File: src/hw/ssp_pkg.sv
/*
  Constants for the synchronous slave serial port: register offsets,
  field positions, reset values and encodings.
  Assumes a 32-bit APB register bus with byte addresses.
*/
package ssp_pkg;

  // Register byte offsets
  localparam logic [7:0] OFF_RCV_STAT = 8'h00;  // receive_status_control
  localparam logic [7:0] OFF_TX_STAT  = 8'h04;  // transmit_status_control
  localparam logic [7:0] OFF_RX_DATA  = 8'h08;  // receive_data
  localparam logic [7:0] OFF_TX_DATA  = 8'h0c;  // transmit data register
  localparam logic [7:0] OFF_INT_CTRL = 8'h10;  // flags and interrupt enables

  // Receive status/control field positions
  localparam int RS_SERIAL_PORT_ENABLE  = 7;
  localparam int RS_RX9   = 6;
  localparam int RS_SINGLE_RECEIVE_ENABLE  = 5;
  localparam int RS_CONTINUOUS_RECEIVE_ENABLE  = 4;
  localparam int RS_ADDRESS_DETECT_ENABLE = 3;
  localparam int RS_FRAMING_ERROR_FLAG  = 2;
  localparam int RS_OVERRUN_ERROR_FLAG  = 1;
  localparam int RS_RECEIVED_NINTH_BIT  = 0;

  // Transmit status/control field positions
  localparam int TS_CLOCK_MASTER_SELECT = 7;
  localparam int TS_TX9  = 6;
  localparam int TS_TRANSMIT_ENABLE = 5;
  localparam int TS_SYNC = 4;
  localparam int TS_BAUD_HIGH_SPEED_SELECT = 2;
  localparam int TS_SHIFT_REGISTER_EMPTY = 1;
  localparam int TS_TRANSMIT_NINTH_BIT = 0;

  // Interrupt control field positions
  localparam int IC_RECEIVE_COMPLETE_FLAG = 0;
  localparam int IC_TRANSMIT_BUFFER_EMPTY_FLAG = 1;
  localparam int IC_RECEIVE_INTERRUPT_ENABLE = 4;
  localparam int IC_TRANSMIT_INTERRUPT_ENABLE = 5;
  localparam int IC_PERIPHERAL_INTERRUPT_ENABLE = 6;
  localparam int IC_GIE  = 7;

  // Reset values
  localparam logic [7:0] RCV_STAT_RST = 8'h00;
  localparam logic [7:0] TX_STAT_RST  = 8'h02;
  localparam logic [7:0] RX_DATA_RST  = 8'h00;
  localparam logic [7:0] INT_CTRL_RST = 8'h00;

  // Character lengths in bits
  localparam logic [3:0] CHAR_LEN_8 = 4'h8;
  localparam logic [3:0] CHAR_LEN_9 = 4'h9;

  // Interrupt vector address
  localparam logic [11:0] VECTOR_ADDR = 12'h004;

  // Transmit shifter states
  typedef enum logic [0:0] {
    TXS_IDLE  = 1'b0,
    TXS_SHIFT = 1'b1
  } ssp_tx_state_t;

endpackage

File: src/hw/ssp_link_if.sv
/*
  Carries the synchronised serial clock edges and data level from the
  pin synchroniser to the port core.
  Assumes both ends run on pclk.
*/
`timescale 1ns/1ps
`default_nettype none
interface ssp_link_if;
  logic rise;   // Clock pin rose, one-cycle pulse
  logic fall;   // Clock pin fell, one-cycle pulse
  logic data;   // Synchronised data pin level

  modport src  (output rise, output fall, output data);
  modport sink (input rise, input fall, input data);
endinterface
`default_nettype wire

File: src/hw/ssp_pin_sync.sv
/*
  Two-flop synchronisers for the serial clock and data pins, with edge
  detection on the synchronised clock.
  Assumes pins are asynchronous to pclk and slow beside it.
*/
`timescale 1ns/1ps
`default_nettype none
module ssp_pin_sync
  import ssp_pkg::*;
(
  input  wire logic   pclk,      // Processor clock
  input  wire logic   presetn,   // Asynchronous reset, active low
  input  wire logic   clk_pin,   // Serial clock from master
  input  wire logic   data_pin,  // Serial data pin input
  ssp_link_if.src     link       // Synchronised edges and data
);
  logic [2:0] ck_r;
  logic [2:0] ck_nxt;
  logic [1:0] dt_r;
  logic [1:0] dt_nxt;

  // Shift chains; stage 0 feeds only stage 1
  always_comb begin
    ck_nxt = {ck_r[1:0], clk_pin};
    dt_nxt = {dt_r[0], data_pin};
  end

  always_ff @(posedge pclk or negedge presetn) begin
    if (!presetn) begin
      ck_r <= 3'h0;
      dt_r <= 2'h0;
    end else begin
      ck_r <= ck_nxt;
      dt_r <= dt_nxt;
    end
  end

  // Edges from stages 1 and 2 only
  assign link.rise = ck_r[1] & ~ck_r[2];
  assign link.fall = ~ck_r[1] & ck_r[2];
  assign link.data = dt_r[1];
endmodule
`default_nettype wire

File: src/hw/ssp_top.sv
/*
  Synchronous slave serial port core: APB registers, slave receiver
  with receive queue, slave transmitter with buffer, wake and
  interrupt requests.
  Assumes an external master drives the serial clock; pins reach the
  core through ssp_pin_sync.
*/
// The implementer's own choices: the register addresses and register access over APB.
// Operation
// - Slave mode needs sync and port enable set, clock master select clear.
// - Nine-bit receive option captures a ninth bit per character.
// - Continuous receive enable lets the slave shift in externally clocked characters.
// - Completed character sets receive flag; enabled flag raises interrupt request.
// - Ninth bit read in receive status; low byte read from receive data queue.
// - Clearing continuous receive enable clears the overrun flag.
// - Reading receive data unloads queue; flag clears once queue is empty.
// - In sleep only slave mode shifts; other modes stop.
// - Shift registers advance only on the external clock pin edges.
// - Asleep, a received word sets the flag and wakes when enabled.
// - After wake: resume next instruction, or vector to 004h with global enable.
// - Writing transmit data fills shift register and buffer, clearing buffer-empty flag.
// - Asleep in transmit, accept clocks and drive data onto data pin.
// - Word shifted out: buffered byte moves in, buffer-empty flag set, wake.
// - Writing another character clears the buffer-empty flag again.
// - Single-receive bit ignored in slave mode; continuous receive governs receiver.
// - Both receive bits clear selects transmit direction, otherwise receive.
`timescale 1ns/1ps
`default_nettype none
module ssp_top
  import ssp_pkg::*;
#(
  parameter int RXQ_DEPTH = 2
) (
  input  wire logic        pclk,                  // Processor clock, 40 MHz
  input  wire logic        presetn,               // Asynchronous reset, active low
  input  wire logic        psel,                  // APB select
  input  wire logic        penable,               // APB enable
  input  wire logic        pwrite,                // APB write
  input  wire logic [7:0]  paddr,                 // APB byte address
  input  wire logic [31:0] pwdata,                // APB write data
  output logic      [31:0] prdata,                // APB read data
  output logic             pready,                // APB ready
  output logic             pslverr,               // APB error, unmapped address
  input  wire logic        serial_clock_pin,      // Clock from external master
  input  wire logic        serial_data_pin_in,    // Data pin level
  output logic             serial_data_pin_out,   // Data pin drive value
  output logic             serial_data_pin_oe_n,  // Data pin drive, active low
  input  wire logic        cpu_sleep,             // Processor asleep
  output logic             irq_o,                 // Interrupt request
  output logic             wake_o,                // Wake from sleep
  output logic             resume_next_o,         // Wake with no vector
  output logic      [11:0] vector_addr_o          // Vector address while irq_o
);
  localparam int QW = (RXQ_DEPTH > 1) ? $clog2(RXQ_DEPTH) : 1;
  localparam logic [QW:0] QFULL = (QW+1)'(RXQ_DEPTH);

  ssp_link_if link ();

  ssp_pin_sync u_sync (
    .pclk     (pclk),
    .presetn  (presetn),
    .clk_pin  (serial_clock_pin),
    .data_pin (serial_data_pin_in),
    .link     (link.src)
  );

  // Queue pointer advance with wrap
  function automatic logic [QW-1:0] next_ptr(input logic [QW-1:0] p);
    next_ptr = (p == QW'(RXQ_DEPTH - 1)) ? '0 : p + 1'b1;
  endfunction

  // Control and status state
  logic serial_port_enable_r, rx9_r, single_receive_enable_r, continuous_receive_enable_r, address_detect_enable_r;
  logic serial_port_enable_nxt, rx9_nxt, single_receive_enable_nxt, continuous_receive_enable_nxt, address_detect_enable_nxt;
  logic clock_master_select_r, tx9_r, transmit_enable_r, sync_r, baud_high_speed_select_r, transmit_ninth_bit_r;
  logic clock_master_select_nxt, tx9_nxt, transmit_enable_nxt, sync_nxt, baud_high_speed_select_nxt, transmit_ninth_bit_nxt;
  logic receive_interrupt_enable_r, transmit_interrupt_enable_r, peripheral_interrupt_enable_r, gie_r;
  logic receive_interrupt_enable_nxt, transmit_interrupt_enable_nxt, peripheral_interrupt_enable_nxt, gie_nxt;
  logic overrun_error_flag_r, overrun_error_flag_nxt;
  // Receiver state
  logic [8:0]    rsr_r, rsr_nxt;
  logic [3:0]    rcnt_r, rcnt_nxt;
  logic [8:0]    q_r [RXQ_DEPTH];
  logic [8:0]    q_nxt [RXQ_DEPTH];
  logic [QW-1:0] wp_r, wp_nxt, rp_r, rp_nxt;
  logic [QW:0]   qcnt_r, qcnt_nxt;
  // Transmitter state
  logic [7:0]    txbuf_r, txbuf_nxt;
  logic          txfull_r, txfull_nxt;
  logic [8:0]    tsr_r, tsr_nxt;
  logic [3:0]    tcnt_r, tcnt_nxt, tlen_r, tlen_nxt;
  ssp_tx_state_t tstate_r, tstate_nxt;
  // Bus and output registers
  logic [31:0]   prdata_r, prdata_nxt;
  logic          pready_r, pready_nxt, pslverr_r, pslverr_nxt;
  logic          dout_r, dout_nxt, doe_n_r, doe_n_nxt;
  logic          irq_r, irq_nxt, wake_r, wake_nxt, resume_r, resume_nxt;
  logic [11:0]   vec_r, vec_nxt;

  // Decoded conditions
  logic       slave_mode, rx_dir, rx_on, tx_on, acc, done, wr, rd, rd_pop;
  logic       push, push_ok, q_full, receive_complete_flag, transmit_buffer_empty_flag, pending;
  logic [3:0] rlen;
  logic [8:0] rx_word, head;
  logic [7:0] rs_val, ts_val, ic_val;
  logic       mapped;

  always_comb begin
    slave_mode = sync_r & serial_port_enable_r & ~clock_master_select_r;
    rx_dir     = continuous_receive_enable_r | single_receive_enable_r;
    // Single-receive bit plays no part in the receiver enable
    rx_on      = slave_mode & continuous_receive_enable_r;
    // Transmit only when both receive bits are clear
    tx_on      = slave_mode & ~rx_dir & transmit_enable_r;
    acc        = psel & penable & ~pready_r;
    done       = psel & penable & pready_r;
    wr         = done & pwrite;
    rd         = done & ~pwrite;
    q_full     = (qcnt_r == QFULL);
    receive_complete_flag       = (qcnt_r != '0);
    transmit_buffer_empty_flag       = ~txfull_r;
    head       = receive_complete_flag ? q_r[rp_r] : 9'h000;
    rd_pop     = rd & (paddr == OFF_RX_DATA) & receive_complete_flag;
    rlen       = rx9_r ? CHAR_LEN_9 : CHAR_LEN_8;
    // New bit lands at its own position, LSB first, ninth bit last
    rx_word         = rsr_r;
    rx_word[rcnt_r] = link.data;
    if (!rx9_r) begin
      rx_word[8] = 1'b0;
    end
    push    = rx_on & link.rise & (rcnt_r == rlen - 4'h1);
    push_ok = push & ~q_full & ~overrun_error_flag_r;
    pending = (receive_complete_flag & receive_interrupt_enable_r) | (transmit_buffer_empty_flag & transmit_interrupt_enable_r);
    rs_val  = {serial_port_enable_r, rx9_r, single_receive_enable_r, continuous_receive_enable_r, address_detect_enable_r, 1'b0, overrun_error_flag_r, head[8]};
    ts_val  = {clock_master_select_r, tx9_r, transmit_enable_r, sync_r, 1'b0, baud_high_speed_select_r,
               (tstate_r == TXS_IDLE), transmit_ninth_bit_r};
    ic_val  = {gie_r, peripheral_interrupt_enable_r, transmit_interrupt_enable_r, receive_interrupt_enable_r, 2'b00, transmit_buffer_empty_flag, receive_complete_flag};
    mapped  = (paddr == OFF_RCV_STAT) | (paddr == OFF_TX_STAT) | (paddr == OFF_RX_DATA) |
              (paddr == OFF_TX_DATA) | (paddr == OFF_INT_CTRL);
  end

  // APB slave: one wait state, registered answer
  always_comb begin
    pready_nxt  = acc;
    pslverr_nxt = acc & ~mapped;
    prdata_nxt  = 32'h0000_0000;
    if (acc && !pwrite) begin
      unique case (paddr)
        OFF_RCV_STAT: prdata_nxt = {24'h00_0000, rs_val};
        OFF_TX_STAT:  prdata_nxt = {24'h00_0000, ts_val};
        OFF_RX_DATA:  prdata_nxt = {24'h00_0000, head[7:0]};
        OFF_INT_CTRL: prdata_nxt = {24'h00_0000, ic_val};
        default:      prdata_nxt = 32'h0000_0000;
      endcase
    end
  end

  // Control register writes
  always_comb begin
    {serial_port_enable_nxt, rx9_nxt, single_receive_enable_nxt, continuous_receive_enable_nxt, address_detect_enable_nxt} = {serial_port_enable_r, rx9_r, single_receive_enable_r, continuous_receive_enable_r, address_detect_enable_r};
    {clock_master_select_nxt, tx9_nxt, transmit_enable_nxt, sync_nxt, baud_high_speed_select_nxt, transmit_ninth_bit_nxt} =
      {clock_master_select_r, tx9_r, transmit_enable_r, sync_r, baud_high_speed_select_r, transmit_ninth_bit_r};
    {gie_nxt, peripheral_interrupt_enable_nxt, transmit_interrupt_enable_nxt, receive_interrupt_enable_nxt} = {gie_r, peripheral_interrupt_enable_r, transmit_interrupt_enable_r, receive_interrupt_enable_r};
    if (wr && paddr == OFF_RCV_STAT) begin
      serial_port_enable_nxt  = pwdata[RS_SERIAL_PORT_ENABLE];
      rx9_nxt   = pwdata[RS_RX9];
      single_receive_enable_nxt  = pwdata[RS_SINGLE_RECEIVE_ENABLE];
      continuous_receive_enable_nxt  = pwdata[RS_CONTINUOUS_RECEIVE_ENABLE];
      // Stored only; no address matching, every character is queued unless the queue is full or overrun is set
      address_detect_enable_nxt = pwdata[RS_ADDRESS_DETECT_ENABLE];
    end
    if (wr && paddr == OFF_TX_STAT) begin
      clock_master_select_nxt = pwdata[TS_CLOCK_MASTER_SELECT];
      tx9_nxt  = pwdata[TS_TX9];
      transmit_enable_nxt = pwdata[TS_TRANSMIT_ENABLE];
      sync_nxt = pwdata[TS_SYNC];
      baud_high_speed_select_nxt = pwdata[TS_BAUD_HIGH_SPEED_SELECT];
      transmit_ninth_bit_nxt = pwdata[TS_TRANSMIT_NINTH_BIT];
    end
    if (wr && paddr == OFF_INT_CTRL) begin
      gie_nxt  = pwdata[IC_GIE];
      peripheral_interrupt_enable_nxt = pwdata[IC_PERIPHERAL_INTERRUPT_ENABLE];
      transmit_interrupt_enable_nxt = pwdata[IC_TRANSMIT_INTERRUPT_ENABLE];
      receive_interrupt_enable_nxt = pwdata[IC_RECEIVE_INTERRUPT_ENABLE];
    end
  end

  // Receiver and receive queue; sleep does not stop slave shifting
  always_comb begin
    rsr_nxt  = rsr_r;
    rcnt_nxt = rcnt_r;
    q_nxt    = q_r;
    wp_nxt   = wp_r;
    rp_nxt   = rp_r;
    qcnt_nxt = qcnt_r;
    // Overrun is sticky while receiving, gone once receive is off
    overrun_error_flag_nxt = rx_on & (overrun_error_flag_r | (push & q_full));
    if (!rx_on) begin
      rcnt_nxt = 4'h0;
    end else if (link.rise) begin
      rsr_nxt  = rx_word;
      rcnt_nxt = push ? 4'h0 : rcnt_r + 4'h1;
    end
    if (push_ok) begin
      q_nxt[wp_r] = rx_word;
      wp_nxt      = next_ptr(wp_r);
    end
    if (rd_pop) begin
      rp_nxt = next_ptr(rp_r);
    end
    if (push_ok && !rd_pop) begin
      qcnt_nxt = qcnt_r + 1'b1;
    end else if (rd_pop && !push_ok) begin
      qcnt_nxt = qcnt_r - 1'b1;
    end
    // Port disable flushes the queue
    if (!serial_port_enable_r) begin
      wp_nxt   = '0;
      rp_nxt   = '0;
      qcnt_nxt = '0;
    end
  end

  // Transmit buffer and shifter
  always_comb begin
    txbuf_nxt  = txbuf_r;
    txfull_nxt = txfull_r;
    tsr_nxt    = tsr_r;
    tcnt_nxt   = tcnt_r;
    tlen_nxt   = tlen_r;
    tstate_nxt = tstate_r;
    unique case (tstate_r)
      TXS_IDLE: begin
        if (tx_on && txfull_r) begin
          // Buffered byte moves into the shifter, buffer reads empty
          tsr_nxt    = {transmit_ninth_bit_r & tx9_r, txbuf_r};
          tlen_nxt   = tx9_r ? CHAR_LEN_9 : CHAR_LEN_8;
          tcnt_nxt   = 4'h0;
          txfull_nxt = 1'b0;
          tstate_nxt = TXS_SHIFT;
        end
      end
      TXS_SHIFT: begin
        if (!tx_on) begin
          tstate_nxt = TXS_IDLE;
        end else if (link.rise) begin
          if (tcnt_r == tlen_r - 4'h1) begin
            tstate_nxt = TXS_IDLE;
          end else begin
            tcnt_nxt = tcnt_r + 4'h1;
          end
        end
      end
    endcase
    // A write always refills the buffer and clears the empty flag
    if (wr && paddr == OFF_TX_DATA) begin
      txbuf_nxt  = pwdata[7:0];
      txfull_nxt = 1'b1;
    end
  end

  // Pin drive and processor requests
  always_comb begin
    doe_n_nxt  = ~tx_on;
    dout_nxt   = (tstate_r == TXS_SHIFT) ? tsr_r[tcnt_r] : 1'b1;
    irq_nxt    = pending & peripheral_interrupt_enable_r & gie_r;
    wake_nxt   = cpu_sleep & pending & peripheral_interrupt_enable_r;
    resume_nxt = wake_nxt & ~gie_r;
    vec_nxt    = irq_nxt ? VECTOR_ADDR : 12'h000;
  end

  always_ff @(posedge pclk or negedge presetn) begin
    if (!presetn) begin
      {serial_port_enable_r, rx9_r, single_receive_enable_r, continuous_receive_enable_r, address_detect_enable_r} <= RCV_STAT_RST[7:3];
      {clock_master_select_r, tx9_r, transmit_enable_r, sync_r} <= TX_STAT_RST[7:4];
      baud_high_speed_select_r   <= TX_STAT_RST[TS_BAUD_HIGH_SPEED_SELECT];
      transmit_ninth_bit_r   <= TX_STAT_RST[TS_TRANSMIT_NINTH_BIT];
      {gie_r, peripheral_interrupt_enable_r, transmit_interrupt_enable_r, receive_interrupt_enable_r} <= INT_CTRL_RST[7:4];
      overrun_error_flag_r   <= 1'b0;
      rsr_r    <= 9'h000;
      rcnt_r   <= 4'h0;
      for (int i = 0; i < RXQ_DEPTH; i++) begin
        q_r[i] <= {1'b0, RX_DATA_RST};
      end
      wp_r     <= '0;
      rp_r     <= '0;
      qcnt_r   <= '0;
      txbuf_r  <= 8'h00;
      txfull_r <= 1'b0;
      tsr_r    <= 9'h000;
      tcnt_r   <= 4'h0;
      tlen_r   <= CHAR_LEN_8;
      tstate_r <= TXS_IDLE;
      prdata_r <= 32'h0000_0000;
      pready_r <= 1'b0;
      pslverr_r <= 1'b0;
      dout_r   <= 1'b1;
      doe_n_r  <= 1'b1;
      irq_r    <= 1'b0;
      wake_r   <= 1'b0;
      resume_r <= 1'b0;
      vec_r    <= 12'h000;
    end else begin
      {serial_port_enable_r, rx9_r, single_receive_enable_r, continuous_receive_enable_r, address_detect_enable_r} <= {serial_port_enable_nxt, rx9_nxt, single_receive_enable_nxt, continuous_receive_enable_nxt, address_detect_enable_nxt};
      {clock_master_select_r, tx9_r, transmit_enable_r, sync_r} <= {clock_master_select_nxt, tx9_nxt, transmit_enable_nxt, sync_nxt};
      baud_high_speed_select_r   <= baud_high_speed_select_nxt;
      transmit_ninth_bit_r   <= transmit_ninth_bit_nxt;
      {gie_r, peripheral_interrupt_enable_r, transmit_interrupt_enable_r, receive_interrupt_enable_r} <= {gie_nxt, peripheral_interrupt_enable_nxt, transmit_interrupt_enable_nxt, receive_interrupt_enable_nxt};
      overrun_error_flag_r   <= overrun_error_flag_nxt;
      rsr_r    <= rsr_nxt;
      rcnt_r   <= rcnt_nxt;
      q_r      <= q_nxt;
      wp_r     <= wp_nxt;
      rp_r     <= rp_nxt;
      qcnt_r   <= qcnt_nxt;
      txbuf_r  <= txbuf_nxt;
      txfull_r <= txfull_nxt;
      tsr_r    <= tsr_nxt;
      tcnt_r   <= tcnt_nxt;
      tlen_r   <= tlen_nxt;
      tstate_r <= tstate_nxt;
      prdata_r <= prdata_nxt;
      pready_r <= pready_nxt;
      pslverr_r <= pslverr_nxt;
      dout_r   <= dout_nxt;
      doe_n_r  <= doe_n_nxt;
      irq_r    <= irq_nxt;
      wake_r   <= wake_nxt;
      resume_r <= resume_nxt;
      vec_r    <= vec_nxt;
    end
  end

  // Outputs straight from flops
  assign prdata               = prdata_r;
  assign pready               = pready_r;
  assign pslverr              = pslverr_r;
  assign serial_data_pin_out  = dout_r;
  assign serial_data_pin_oe_n = doe_n_r;
  assign irq_o                = irq_r;
  assign wake_o               = wake_r;
  assign resume_next_o        = resume_r;
  assign vector_addr_o        = vec_r;
endmodule
`default_nettype wire

File: config.mk
export PLATFORM = sky130hd
export DESIGN_NAME = ssp_top
export DESIGN_NICKNAME = d
export VERILOG_FILES = /design/src/hw/ssp_pkg.sv /design/src/hw/ssp_link_if.sv /design/src/hw/ssp_pin_sync.sv /design/src/hw/ssp_top.sv
export SDC_FILE = /design/constraint.sdc
export NUM_CORES = 1
export LEC_CHECK = 0
export BUFFER_PORTS_ARGS = -buffer_cell sky130_fd_sc_hd__buf_4
export CAP_MARGIN = 0
export CORE_MARGIN = 8
export CORE_UTILIZATION = 35
export CTS_BUF_LIST = sky130_fd_sc_hd__clkbuf_8
export CTS_CLUSTER_DIAMETER = 60
export DETAILED_ROUTE_END_ITERATION = 10
export PLACE_DENSITY = 0.57
export SKIP_LAST_GASP = 1
export SLEW_MARGIN = 30
export SYNTH_ARGS = -nofsm -noshare
export SYNTH_HDL_FRONTEND = slang
export SYNTH_SLANG_ARGS = --single-unit
File: constraint.sdc
create_clock -name pclk -period 1.85 [get_ports pclk]
set_input_delay 0.0925 -clock pclk [delete_from_list [all_inputs] [get_ports pclk]]
set_output_delay 0.0925 -clock pclk [all_outputs]
set_load 0.01 [all_outputs]
Yosys cells after proc, flatten, opt, wreduce, memory -nomap -nowiden. Cells that the tools add are included.

Eq/ne operators: 16. Order comparisons: 6. Bitwise operators: 49. Multiplexer cells: 44. Add/subtract/negate cells: 8. Reduce and logical (&&, ||, !) cells: 20.

Operator list (count): $mux W9 (5); $mux W32 (1); $pmux W8 S4 (1); $and A1 B1 Y1 (28); $mux W4 (7); $mux W1 (19); $bwmux W18 (1); $eq A8 B4 Y1 const B (2); $not A1 Y1 (12); $logic_and A1 B1 Y1 (10); $lt A4 B5 Y1 const B (2); $ne A2 B1 Y1 const B (5); $bwmux W9 (1); $demux W9 S1 (1); $add A4 B1 Y4 const B (2); $eq A4 B4 Y1 (2); $eq A8 B3 Y1 const B (1); $eq A8 B5 Y1 const B (1); $logic_not A8 Y1 (1); $pmux W4 S2 (1); $sub A4 B1 Y4 const B (2); $or A1 B1 Y1 (7); $mux W2 (3); $ne A2 B2 Y1 const B (3); other kinds (17) (25).

Logic and storage cells: 183. Output and inout bits: 51. Input port bits: 48. Flip-flop bits (word level): 125.

Depth between registers and ports, before layout. Gate-level depths: netlist of run 1.

Word-level depth: 12. Mapped depth: 7. Mapped depth without buffers: 6.

By module. A second synthesis of run 1 with hierarchy kept.

Cells, all modules: 404. Area, all modules: 4635.7 um2.

Modules (own cells, without submodules): ssp_top (area each 4495.6 um2, times used 1, sequential area each 2254.7 um2, cells each 397); ssp_pin_sync (area each 140.1 um2, times used 1, sequential area each 125.1 um2, cells each 7).

Worst setup path after synthesis of run 1. Ideal clock, no wire load.

Path kind: register -> register. From: register continuous_receive_enable_r. To: register tsr_r[2]. Setup time: 0.125 ns. Slack: -0.163 ns. Data required time: 1.725 ns. Buffers on the path: 1. Cell stages (with the launch flop): 7. Arrival time: 1.889 ns. Period minus slack after synthesis: 2.013 ns. Path through: dfrtp_1 nor4b_1 and3_1 inv_1 nor3_1 clkbuf_1 mux2_2.

Word-level cells in the longest chain between the ends: 6.

RTL lines: from (decl) (RTL line ssp_top.sv:73) `logic serial_port_enable_r, rx9_r, single_receive_enable_r, continuous_receive_enable_r, address_detect_enable ...`; from (signal assigned) (RTL line ssp_top.sv:274) `{serial_port_enable_r, rx9_r, single_receive_enable_r, continuous_receive_enable_r, address_detect_enable_r} < ...`; from (signal assigned) (RTL line ssp_top.sv:304) `{serial_port_enable_r, rx9_r, single_receive_enable_r, continuous_receive_enable_r, address_detect_enable_r} < ...`; $or A1 B1 Y1 (RTL line ssp_top.sv:110) `rx_dir = continuous_receive_enable_r | single_receive_enable_r;`; $not A1 Y1 (RTL line ssp_top.sv:114) `tx_on = slave_mode & ~rx_dir & transmit_enable_r;`; $and A1 B1 Y1 (2 in a row) (RTL line ssp_top.sv:114); $logic_and A1 B1 Y1 (RTL line ssp_top.sv:234) `if (tx_on && txfull_r) begin`; $reduce_and A2 Y1 (no line); to (signal assigned) (RTL line ssp_top.sv:318) `tsr_r <= tsr_nxt;`; to (decl) (RTL line ssp_top.sv:90) `logic [8:0] tsr_r, tsr_nxt;`.

Every way passes these cells. A chain may end at the register's enable or synchronous reset.

Worst setup path after layout of run 1.
From: register qcnt_r[1]. To: register qcnt_r[0].

Word-level cells in the longest chain between the ends: 7. Elaborated cells on any way between the ends: 13. Classes of those cells: 2 x eq/ne; 2 x mux; 4 x bitwise; 5 x reduce/logical.

RTL lines: from (decl) (RTL line ssp_top.sv:86) `logic [QW:0] qcnt_r, qcnt_nxt;`; from (signal assigned) (RTL line ssp_top.sv:315) `qcnt_r <= qcnt_nxt;`; $eq A2 B2 Y1 (RTL line ssp_top.sv:119) `q_full = (qcnt_r == QFULL);`; $not A1 Y1 (RTL line ssp_top.sv:132) `push_ok = push & ~q_full & ~overrun_error_flag_r;`; $and A1 B1 Y1 (2 in a row) (RTL line ssp_top.sv:132); $logic_not A1 Y1 / $logic_and A1 B1 Y1 (equally long branches) (RTL line ssp_top.sv:213, ssp_top.sv:211); $logic_and A1 B1 Y1 / $mux W2 (equally long branches) (RTL line ssp_top.sv:213, ssp_top.sv:211); $ne A3 B1 Y1 (no line) / $mux W2 (equally long branches).

Parallel ways exist; a longest one is shown, timed or not.

==> results of run 1 <==
[cells by family after synthesis]
kind of cell,count (synthesis)
AO/OA/AOI/OAI,63
XOR/XNOR,5
adder cells (fa/ha/maj),5
buffers and inverters,55
flip-flops,95
multiplexers,61
other,1
AND/OR/NAND/NOR,122
[state kept, by name, summed over array words and instances (netlist names), 2 cells and up]
signal	count
txbuf_r	8
rcnt_r	4
prdata	8
u_sync.dt_r	2
u_sync.ck_r	3
tcnt_r	4
qcnt_r	2
q_r	18
rsr_r	9
tsr_r	9
[synth_stat cells (all sizes together), types with 2 or more instances]
master / instances
buf: 38
a22oi: 5
and2: 3
nor4b: 3
or4: 4
xnor2: 2
nand3: 12
a32oi: 2
nor2: 25
nor3: 3
dfstp: 2
nand2b: 3
and3: 2
clkbuf: 11
nor2b: 7
o21ai: 37
ha: 5
o21a: 2
a21boi: 2
a21oi: 5
dfrtp: 93
a22o: 2
mux2: 42
nand2: 48
mux2i: 17
o211ai: 2
xor2: 3
nand4: 4
inv: 6
mux4: 2
nand4b: 4
[layer usage]
layer  part of all wire [%]  wire, um  GRT usage (%)  vias up
met4                    1.6       161           4.92        0
met2                     46      4740           19.7       99
met5                      0         0              0        -
met3                    6.7       697           2.96       13
li1                       -         -              -     1512
met1                     46      4770           17.6     1557
[worst register-to-register path, cell delays in order (launching register included)]
cell and delay (ns):
dfrtp_1 0.36, nor2_1 0.04, or3_1 0.38, or4_4 0.55, xnor2_2 0.16, mux2i_1 0.20
[area by class of cell]
cell class | instances | area share [%]
clock inverters | 7 | 2.06
inverters | 6 | 0.411
well taps | 172 | 3.93
multi-input cells | 291 | 35.6
repair buffers | 84 | 12.3
flip-flops and latches | 95 | 43.4
clock buffers | 9 | 2.26
[power breakdown]
part / leakage (nW) / internal [W] / switching (W) / total (W)
registers: 1.30 / 0.00208 / 0.00000806 / 0.00209
logic: 1.21 / 0.0000759 / 0.000129 / 0.000205
clock network: 0.124 / 0.000891 / 0.000694 / 0.00158
[placed cells by master (no fill, tap or decap), types with 5 or more instances in the layout]
master,instances
inv_1,7
dfrtp_1,93
conb_1,35
o21ai_0,37
mux2_2,42
nor2_1,24
nand3_1,12
a21oi_1,5
mux2i_1,17
dlygate4sd3_1,13
a22oi_1,5
nor2b_1,6
clkbuf_8,9
buf_4,70
nand2_1,48
ha_1,5
[worst min path at each step]
stage / startpoint / endpoint / depth (start not counted)
CTS: pwdata[4] / txbuf_r[4] / 2
finish: pwdata[4] / txbuf_r[4] / 2
global placement: presetn / u_sync.dt_r[0] / 1
floorplan: presetn / address_detect_enable_r / 0
global route: pwdata[4] / receive_interrupt_enable_r / 2
detailed placement: presetn / u_sync.dt_r[0] / 1
[metrics by stage]
stage,setup TNS (ns),total power [W]
after floorplan,-0.441,0.00225
after global placement,-3.88,0.00231
after detailed placement,-4.59,0.00232
after CTS,0,0.00393
after global routing,0,0.00403
final,0,0.00388
[what timing repair did]
item,CTS,global route
cloned,0,0
pin swaps,0,1
gates resized for setup,1,3
hold buffers,13,0
endpoints found under the setup margin,1,16
endpoints found under the hold margin,64,0
==> flow_summary_export.csv, run 1 <==
group,metric,value,unit
synthesis,synth_area_leader_cell,"dfrtp_1",
critical_path,critPathTopFamily,"simple AND/OR/NAND/NOR gates",
timing,tightest_slew,0.583,ns
synthesis,synth_warnings,0,
synthesis,yosys.area_share.simple,13.5,%
timing,setup_slack,0.0818,ns
clock_tree,cts_sinks,95,
clock_tree,post_cts_buffers,0,
drt,wire_per_inst,15.6,um
place,place_inst,635,
synthesis,muxShareOfSynthArea,15.2,%
critical_path,r2r_start,"qcnt_r[1]",
drt,drt-initial-drc-count,150,
synthesis,netlist_instances,407,
timing,finalClockSkew,0.0103,ns
grt,grt_usage,13.0,%
critical_path,arrival,2.05,ns
layout,nNetsFinal,540,
layout,regArea,2380,sq um
die,die_w,130,um
synthesis,synth-compound-area-share,8.39,%
critical_path,worstSetupPathType,"flip-flop to flip-flop",
timing,hold_slack,0.0227,ns
clock_tree,cts-htree-levels,3,
die,fp.dieH,130,um
synthesis,ys_ff_latch,95,
grt,grt_pass1_vias,3207,
clock_tree,root_buffer,"clkbuf_8",
grt,grt_max_degree,45,
timing,fmax,566,MHz
critical_path,crit_chain,"nor2_1 -> or3_1 -> or4_4 -> xnor2_2 -> mux2i_1",
critical_path,path_depth,5,
grt,grt-ovfl-total,0,
timing,relSlewSlack,61.1,%
die,num_io_pins,99,
grt,grt_pass1_wl,16800,um
place,place.gp.congestion,0.796,
synthesis,ys_types,47,
hold_path,min_path_type,"input pin to flip-flop",
clock_tree,insertion_delay,0.36,ns
synthesis,syn_area_per_cell,11.1,sq um
critical_path,cp-endpoint,"qcnt_r[0]",
status,outcome,"finished, final reports clean",
synthesis,synth_top_family_by_area,"multiplexers",
clock_tree,clockBufferDepth,2,
drt,ant_nets,0,
synthesis,synth_edf_count,0,
layout,fin_cells,664,
critical_path,slowest_delay,0.55,ns
timing,setup_viol_count_final,0,
timing,rsz0062_at_grt,"false",
timing,drv_slew,0,
clock_tree,cts_tree,"yes",
synthesis,async_flop_share,100,%
critical_path,crit_fanout,5,
layout,fillers,1212,
grt,antenna_found_initial,0,
die,dieArea,16800,sq um
layout,multi_input_comb_area,1950,sq um
drt,drcViolationCount,0,
power,powerDensity,708,nW/um^2
critical_path,r2r_cells,5,
layout,num_antenna_cells,0,
power,ir_drop,0.000392,V
die,start_util,35.8,%
power,p_leak,2.64,nW
synthesis,synth-main-ff-cell,"dfrtp_1",
run,drv_cap,0,
drt,drt_first_pass_iters,4,
critical_path,path_buf_inv,0,
critical_path,startpoint_type,"flip-flop",
critical_path,crit_required,2.13,ns
timing,post-route-period-util,95.6,%
layout,drive_above_1_share,28.7,%
die,coreArea,12600,sq um
critical_path,cp-end-kind,"flip-flop",
clock_tree,numCtsBuffers,9,
place,placed_cell_area,5090,sq um
place,place_ws,-0.313,ns
critical_path,ff2ff_setup_slack,0.08,ns
die,row_count,41,
synthesis,synthAdderAreaFrac,1.39,%
critical_path,r2r_end,"qcnt_r[0]",
timing,period_minus_slack,1.77,ns
timing,hold_viol_final,0,
layout,areaGrowthSynthToFinish,21.3,%
critical_path,crit_start,"qcnt_r[1]",
place,portBuffers,39,
layout,fin_area,5480,sq um
drt,finalWirelength,10400,um
drt,via_count,3181,
synthesis,yosys.area.top_type_share,51.5,%
place,place_hpwl,7950,um
synthesis,synth_xor_area_share,1.14,%
layout,utilization,43.4,%
clock_tree,path_clk_slew,0.09,ns
critical_path,critPathSlowestCell,"or4_4",
synthesis,synth-seq-area-share,52.7,%
synthesis,synth_area,4520,sq um
synthesis,yosys-top-cells-area,"dfrtp_1, mux2_2, buf_4",
drt,drt-vias-per-instance,4.79,
Power figures use the tool's default switching activity.
==> inputs of run 2 (changes only) <==
Settings changed: CORE_UTILIZATION 35 to 45, PLACE_DENSITY 0.57 to 0.7, SETUP_SLACK_MARGIN set to 0.15.
==> flow_summary_export.csv, run 2 (same netlist as run 1, synthesis figures left out) <==
group,metric,value,unit
place,place.gp.congestion,0.836,
timing,setup_slack,0.0657,ns
place,place_hpwl,7520,um
timing,fmax,560,MHz
power,pwr-share-seq,57.3,%
grt,antenna_found_initial,0,
clock_tree,numCtsBuffers,9,
timing,setup_viol_count_final,0,
drt,drt-initial-drc-count,171,
grt,grt_pass1_vias,3261,
drt,drt-vias-per-instance,5.11,
drt,drcViolationCount,0,
timing,post-route-period-util,96.4,%
timing,period_minus_slack,1.78,ns
critical_path,crit_fanout,5,
die,start_util,46.2,%
critical_path,cp-end-kind,"flip-flop",
power,ir_drop,0.000383,V
drt,wire_per_inst,16.5,um
timing,drv_slew,0,
die,row_count,36,
layout,drive_above_1_share,39.3,%
power,p_clk_share,37.2,%
timing,rsz0062_at_grt,"true",
layout,final_cell_mix,"dfrtp_1, buf_4, conb_1",
drt,via_count,3270,
layout,final_common_cell,"dfrtp_1",
timing,hold_viol_final,0,
clock_tree,path_clk_slew,0.10,ns
layout,utilization,59.0,%
drt,ant_nets,0,
drt,finalWirelength,10500,um
layout,reg_top3,"q_r: 18 flops, rsr_r: 9 flops, tsr_r: 9 flops",
grt,grt_pass1_wl,16600,um
timing,finalClockSkew,0.00975,ns
layout,nNetsFinal,555,
grt,grt_usage,15.8,%
clock_tree,cts-htree-levels,3,
power,p_sw_share,23.7,%
die,dieArea,13500,sq um
timing,relSlewSlack,66.6,%
power,p_leak,2.72,nW
power,pwr-share-comb,5.5,%
critical_path,arrival,2.03,ns
die,num_io_pins,99,
layout,fillers,788,
critical_path,startpoint_type,"flip-flop",
drt,drt_first_pass_iters,4,
layout,areaGrowthSynthToFinish,27.7,%
clock_tree,cts_tree,"yes",
clock_tree,cts_sinks,95,
clock_tree,insertion_delay,0.36,ns
timing,fin_tns_setup,0,ns
die,fp.dieH,116,um
place,place_ws,-0.324,ns
power,power_switching,0.000866,W
layout,largest_reg_flops,18,
timing,tightest_slew,0.501,ns
hold_path,min_path_type,"input pin to flip-flop",
die,coreArea,9770,sq um
clock_tree,root_buffer,"clkbuf_8",
status,outcome,"finished, final reports clean",
layout,fin_area,5770,sq um
clock_tree,clockBufferDepth,2,
die,die_w,116,um
layout,num_antenna_cells,0,
grt,grt_max_degree,44,
layout,top_register,"q_r",
place,placed_cell_area,5070,sq um
power,power.internal,0.00279,W
critical_path,worstSetupPathType,"flip-flop to flip-flop",
run,drv_cap,0,
critical_path,crit_required,2.10,ns
grt,grt-ovfl-total,0,
power,powerDensity,633,nW/um^2
place,portBuffers,39,
[run 2: final timing paths]
kind / depth (start not counted) / slack [ns] / start / endpoint
worst min register to register: 0 / 0.36 / u_sync.dt_r[0] / u_sync.dt_r[1]
min in group asynchronous: 2 / 0.19 / presetn / u_sync.dt_r[1]
max in group asynchronous: 3 / 0.94 / presetn / serial_data_pin_out
worst min-delay path: 3 / 0.03 / penable / pready
worst max-delay path: 6 / 0.07 / continuous_receive_enable_r / tsr_r[4]
worst max register to register: 6 / 0.07 / continuous_receive_enable_r / tsr_r[4]
[run 2: layer usage]
metal	track usage [%]	routed length, um	vias up
met1	21.7	4860	1603
met4	5.62	140	0
met3	2.74	639	12
li1	-	-	1547
met2	24.6	4900	108
met5	0	0	-
[run 2: cell type report]
type                    count  area (sq um)  share of cell area, %
flip-flops and latches     95          2380                   41.3
clock inverters             7          72.6                   1.26
inverters                   6          25.0                  0.434
well taps                 133           166                   2.88
multi-input cells         291          2170                   37.6
clock buffers               9           124                   2.15
repair buffers             99           827                   14.3
[run 2: per-stage QoR]
step / hold slack, ns / std cells / total power, W
5_1_grt: 0.0230 / 640 / 0.00380
4_1_cts: 0.0155 / 629 / 0.00368
6_report: 0.0338 / 640 / 0.00365
3_5_place_dp: 0.0423 / 591 / 0.00231
2_1_floorplan: -0.203 / 441 / 0.00225
3_3_place_gp: 0.0341 / 591 / 0.00231
[run 2: worst max-delay path, cell delays in order, from the launching register on]
cell and delay (ns):
dfrtp_1 0.40, nor4b_2 0.28, and3_4 0.26, inv_4 0.04, nor3_4 0.22, buf_6 0.17, mux2_4 0.30
[run 2: power groups by stage]
stage / registers (W) / logic (W) / clock network (W)
final: 0.00209 / 0.000203 / 0.00136
after global routing: 0.00209 / 0.000226 / 0.00148
after CTS: 0.00209 / 0.000202 / 0.00138
after detailed placement: 0.00213 / 0.000180 / 0
after global placement: 0.00213 / 0.000178 / 0
after floorplan: 0.00213 / 0.000119 / 0
[run 2: timing repair]
action / in CTS / in global routing
hold buffers: 12 / 0
setup endpoints to repair: 22 / 39
cloned: 0 / 2
pin swaps: 6 / 23
endpoints found under the hold margin: 50 / 0
resized for setup: 12 / 71
buffers inserted: 10 / 9
==> inputs of run 3 (changes only) <==
Settings changed: REMOVE_ABC_BUFFERS set to 1.
==> flow_summary_export.csv, run 3 (same netlist as run 1, synthesis figures left out) <==
group,metric,value,unit
status,outcome,"finished, final reports clean",
layout,final_common_cell,"dfrtp_1",
place,placed_cell_area,5030,sq um
timing,tightest_slew,0.529,ns
timing,hold_viol_final,0,
hold_path,hold_start,"pwdata[6]",
die,num_io_pins,99,
layout,top_register,"q_r",
die,fp.dieH,116,um
critical_path,critPathTopFamily,"simple AND/OR/NAND/NOR gates",
critical_path,crit_required,2.12,ns
layout,areaGrowthSynthToFinish,29.0,%
critical_path,arrival,2.05,ns
clock_tree,cts_tree,"yes",
die,row_count,36,
grt,grt_pass1_vias,3318,
grt,grt_usage,15.8,%
layout,num_antenna_cells,0,
drt,drcViolationCount,0,
drt,drt_first_pass_iters,4,
layout,largest_reg_flops,18,
run,drv_cap,0,
clock_tree,clockBufferDepth,2,
grt,grt_pass1_wl,16600,um
critical_path,r2r_start,"qcnt_r[1]",
drt,ant_nets,0,
layout,utilization,59.6,%
layout,final_cell_mix,"dfrtp_1, buf_4, conb_1",
critical_path,worstSetupPathType,"flip-flop to flip-flop",
timing,hold_slack,0.0155,ns
place,place.gp.congestion,0.803,
hold_path,min_path_type,"input pin to flip-flop",
critical_path,r2r_cells,5,
drt,finalWirelength,10600,um
hold_path,min_delay_path_depth,2,
die,start_util,46.2,%
power,p_leak,2.76,nW
power,powerDensity,675,nW/um^2
drt,via_count,3300,
critical_path,r2r_end,"qcnt_r[0]",
critical_path,slowest_delay,0.54,ns
critical_path,ff2ff_setup_slack,0.07,ns
timing,period_minus_slack,1.78,ns
grt,grt-ovfl-total,0,
timing,drv_slew,0,
timing,finalClockSkew,0.00688,ns
die,dieArea,13500,sq um
layout,nNetsFinal,558,
timing,rsz0062_at_grt,"true",
layout,drive_above_1_share,39.8,%
critical_path,crit_chain,"nor2_2 -> or3_4 -> or4_4 -> xnor2_2 -> mux2i_1",
layout,fillers,764,
timing,setup_viol_count_final,0,
hold_path,worstHoldEndpoint,"txbuf_r[6]",
timing,setup_slack,0.0691,ns
critical_path,path_buf_inv,0,
drt,drt-vias-per-instance,5.13,
drt,drt-initial-drc-count,161,
critical_path,critPathSlowestCell,"or4_4",
clock_tree,root_buffer,"clkbuf_8",
critical_path,cp-end-kind,"flip-flop",
clock_tree,insertion_delay,0.35,ns
clock_tree,cts_sinks,95,
place,portBuffers,39,
timing,post-route-period-util,96.3,%
clock_tree,numCtsBuffers,9,
timing,fmax,562,MHz
die,die_w,116,um
layout,fin_area,5830,sq um
layout,reg_top3,"q_r: 18 flops, rsr_r: 9 flops, tsr_r: 9 flops",
critical_path,startpoint_type,"flip-flop",
place,place_hpwl,7470,um
clock_tree,path_clk_slew,0.09,ns
critical_path,crit_fanout,5,
grt,grt_max_degree,40,
die,coreArea,9770,sq um
clock_tree,cts-htree-levels,3,
place,place_ws,-0.296,ns
grt,antenna_found_initial,0,
power,ir_drop,0.000351,V
drt,wire_per_inst,16.6,um
timing,relSlewSlack,64.7,%
## run 3: changes by cell type in the layout (fill, tap and decap cells not counted), moves of 2 or more
cell / delta
bufinv_16: +2
mux2_2: +6
nor2_1: -3
buf_4: +6
nor2_2: +4
buf_6: -3
mux2_4: -6
## run 3: repair_timing
item                                    in CTS  in global routing
pin swaps                                    7                 25
setup buffers                                7                 10
gates resized for setup                     26                 72
endpoints found under the setup margin      32                 43
endpoints found under the hold margin       54                  0
cloned                                       1                  2
hold buffers                                11                  0
## run 3: where the power goes
| group | leakage [nW] | switching, W | internal (W) |
|---|---|---|---|
| Sequential | 1.30 | 0.00000724 | 0.00208 |
| Combinational | 1.34 | 0.000130 | 0.0000784 |
| Clock | 0.120 | 0.000728 | 0.000903 |
## run 3: layer usage
layer  share of wire [%]  track usage [%]  wire (um)  vias up
met2                  46             24.6       4920      113
li1                    -                -          -     1552
met4                 2.4             7.00        259        0
met1                  46             21.7       4930     1615
met5                   0                0          0        -
met3                 5.1             1.81        539       20
## run 3: worst max-delay path by stage
| stage | startpoint | end | slack, ns | cells after the start |
|---|---|---|---|---|
| after global routing | continuous_receive_enable_r | tsr_r[2] | 0.007 | 6 |
| after floorplan | continuous_receive_enable_r | tsr_r[0] | -0.40 | 5 |
| final | qcnt_r[1] | qcnt_r[0] | 0.07 | 5 |
| after CTS | continuous_receive_enable_r | tsr_r[2] | 0.05 | 6 |
| after global placement | paddr[2] | qcnt_r[0] | -0.24 | 6 |
| after detailed placement | paddr[2] | qcnt_r[0] | -0.30 | 6 |
## run 3: metrics by stage
| stage | power [W] | setup TNS (ns) | std cells |
|---|---|---|---|
| 6_report | 0.00393 | 0 | 643 |
| 3_5_place_dp | 0.00232 | -3.66 | 596 |
| 2_1_floorplan | 0.00219 | -4.71 | 392 |
| 5_1_grt | 0.00407 | 0 | 643 |
| 3_3_place_gp | 0.00231 | -2.59 | 596 |
| 4_1_cts | 0.00395 | 0 | 631 |
## run 3: area by class of cell
class                   count  area (sq um)  area share (%)
flip-flops and latches     95          2380            40.9
inverters                   6          25.0           0.429
clock buffers               9           124            2.13
multi-input cells         291          2160            37.1
clock inverters             7           120            2.06
repair buffers            102           843            14.5
well taps                 133           166            2.86
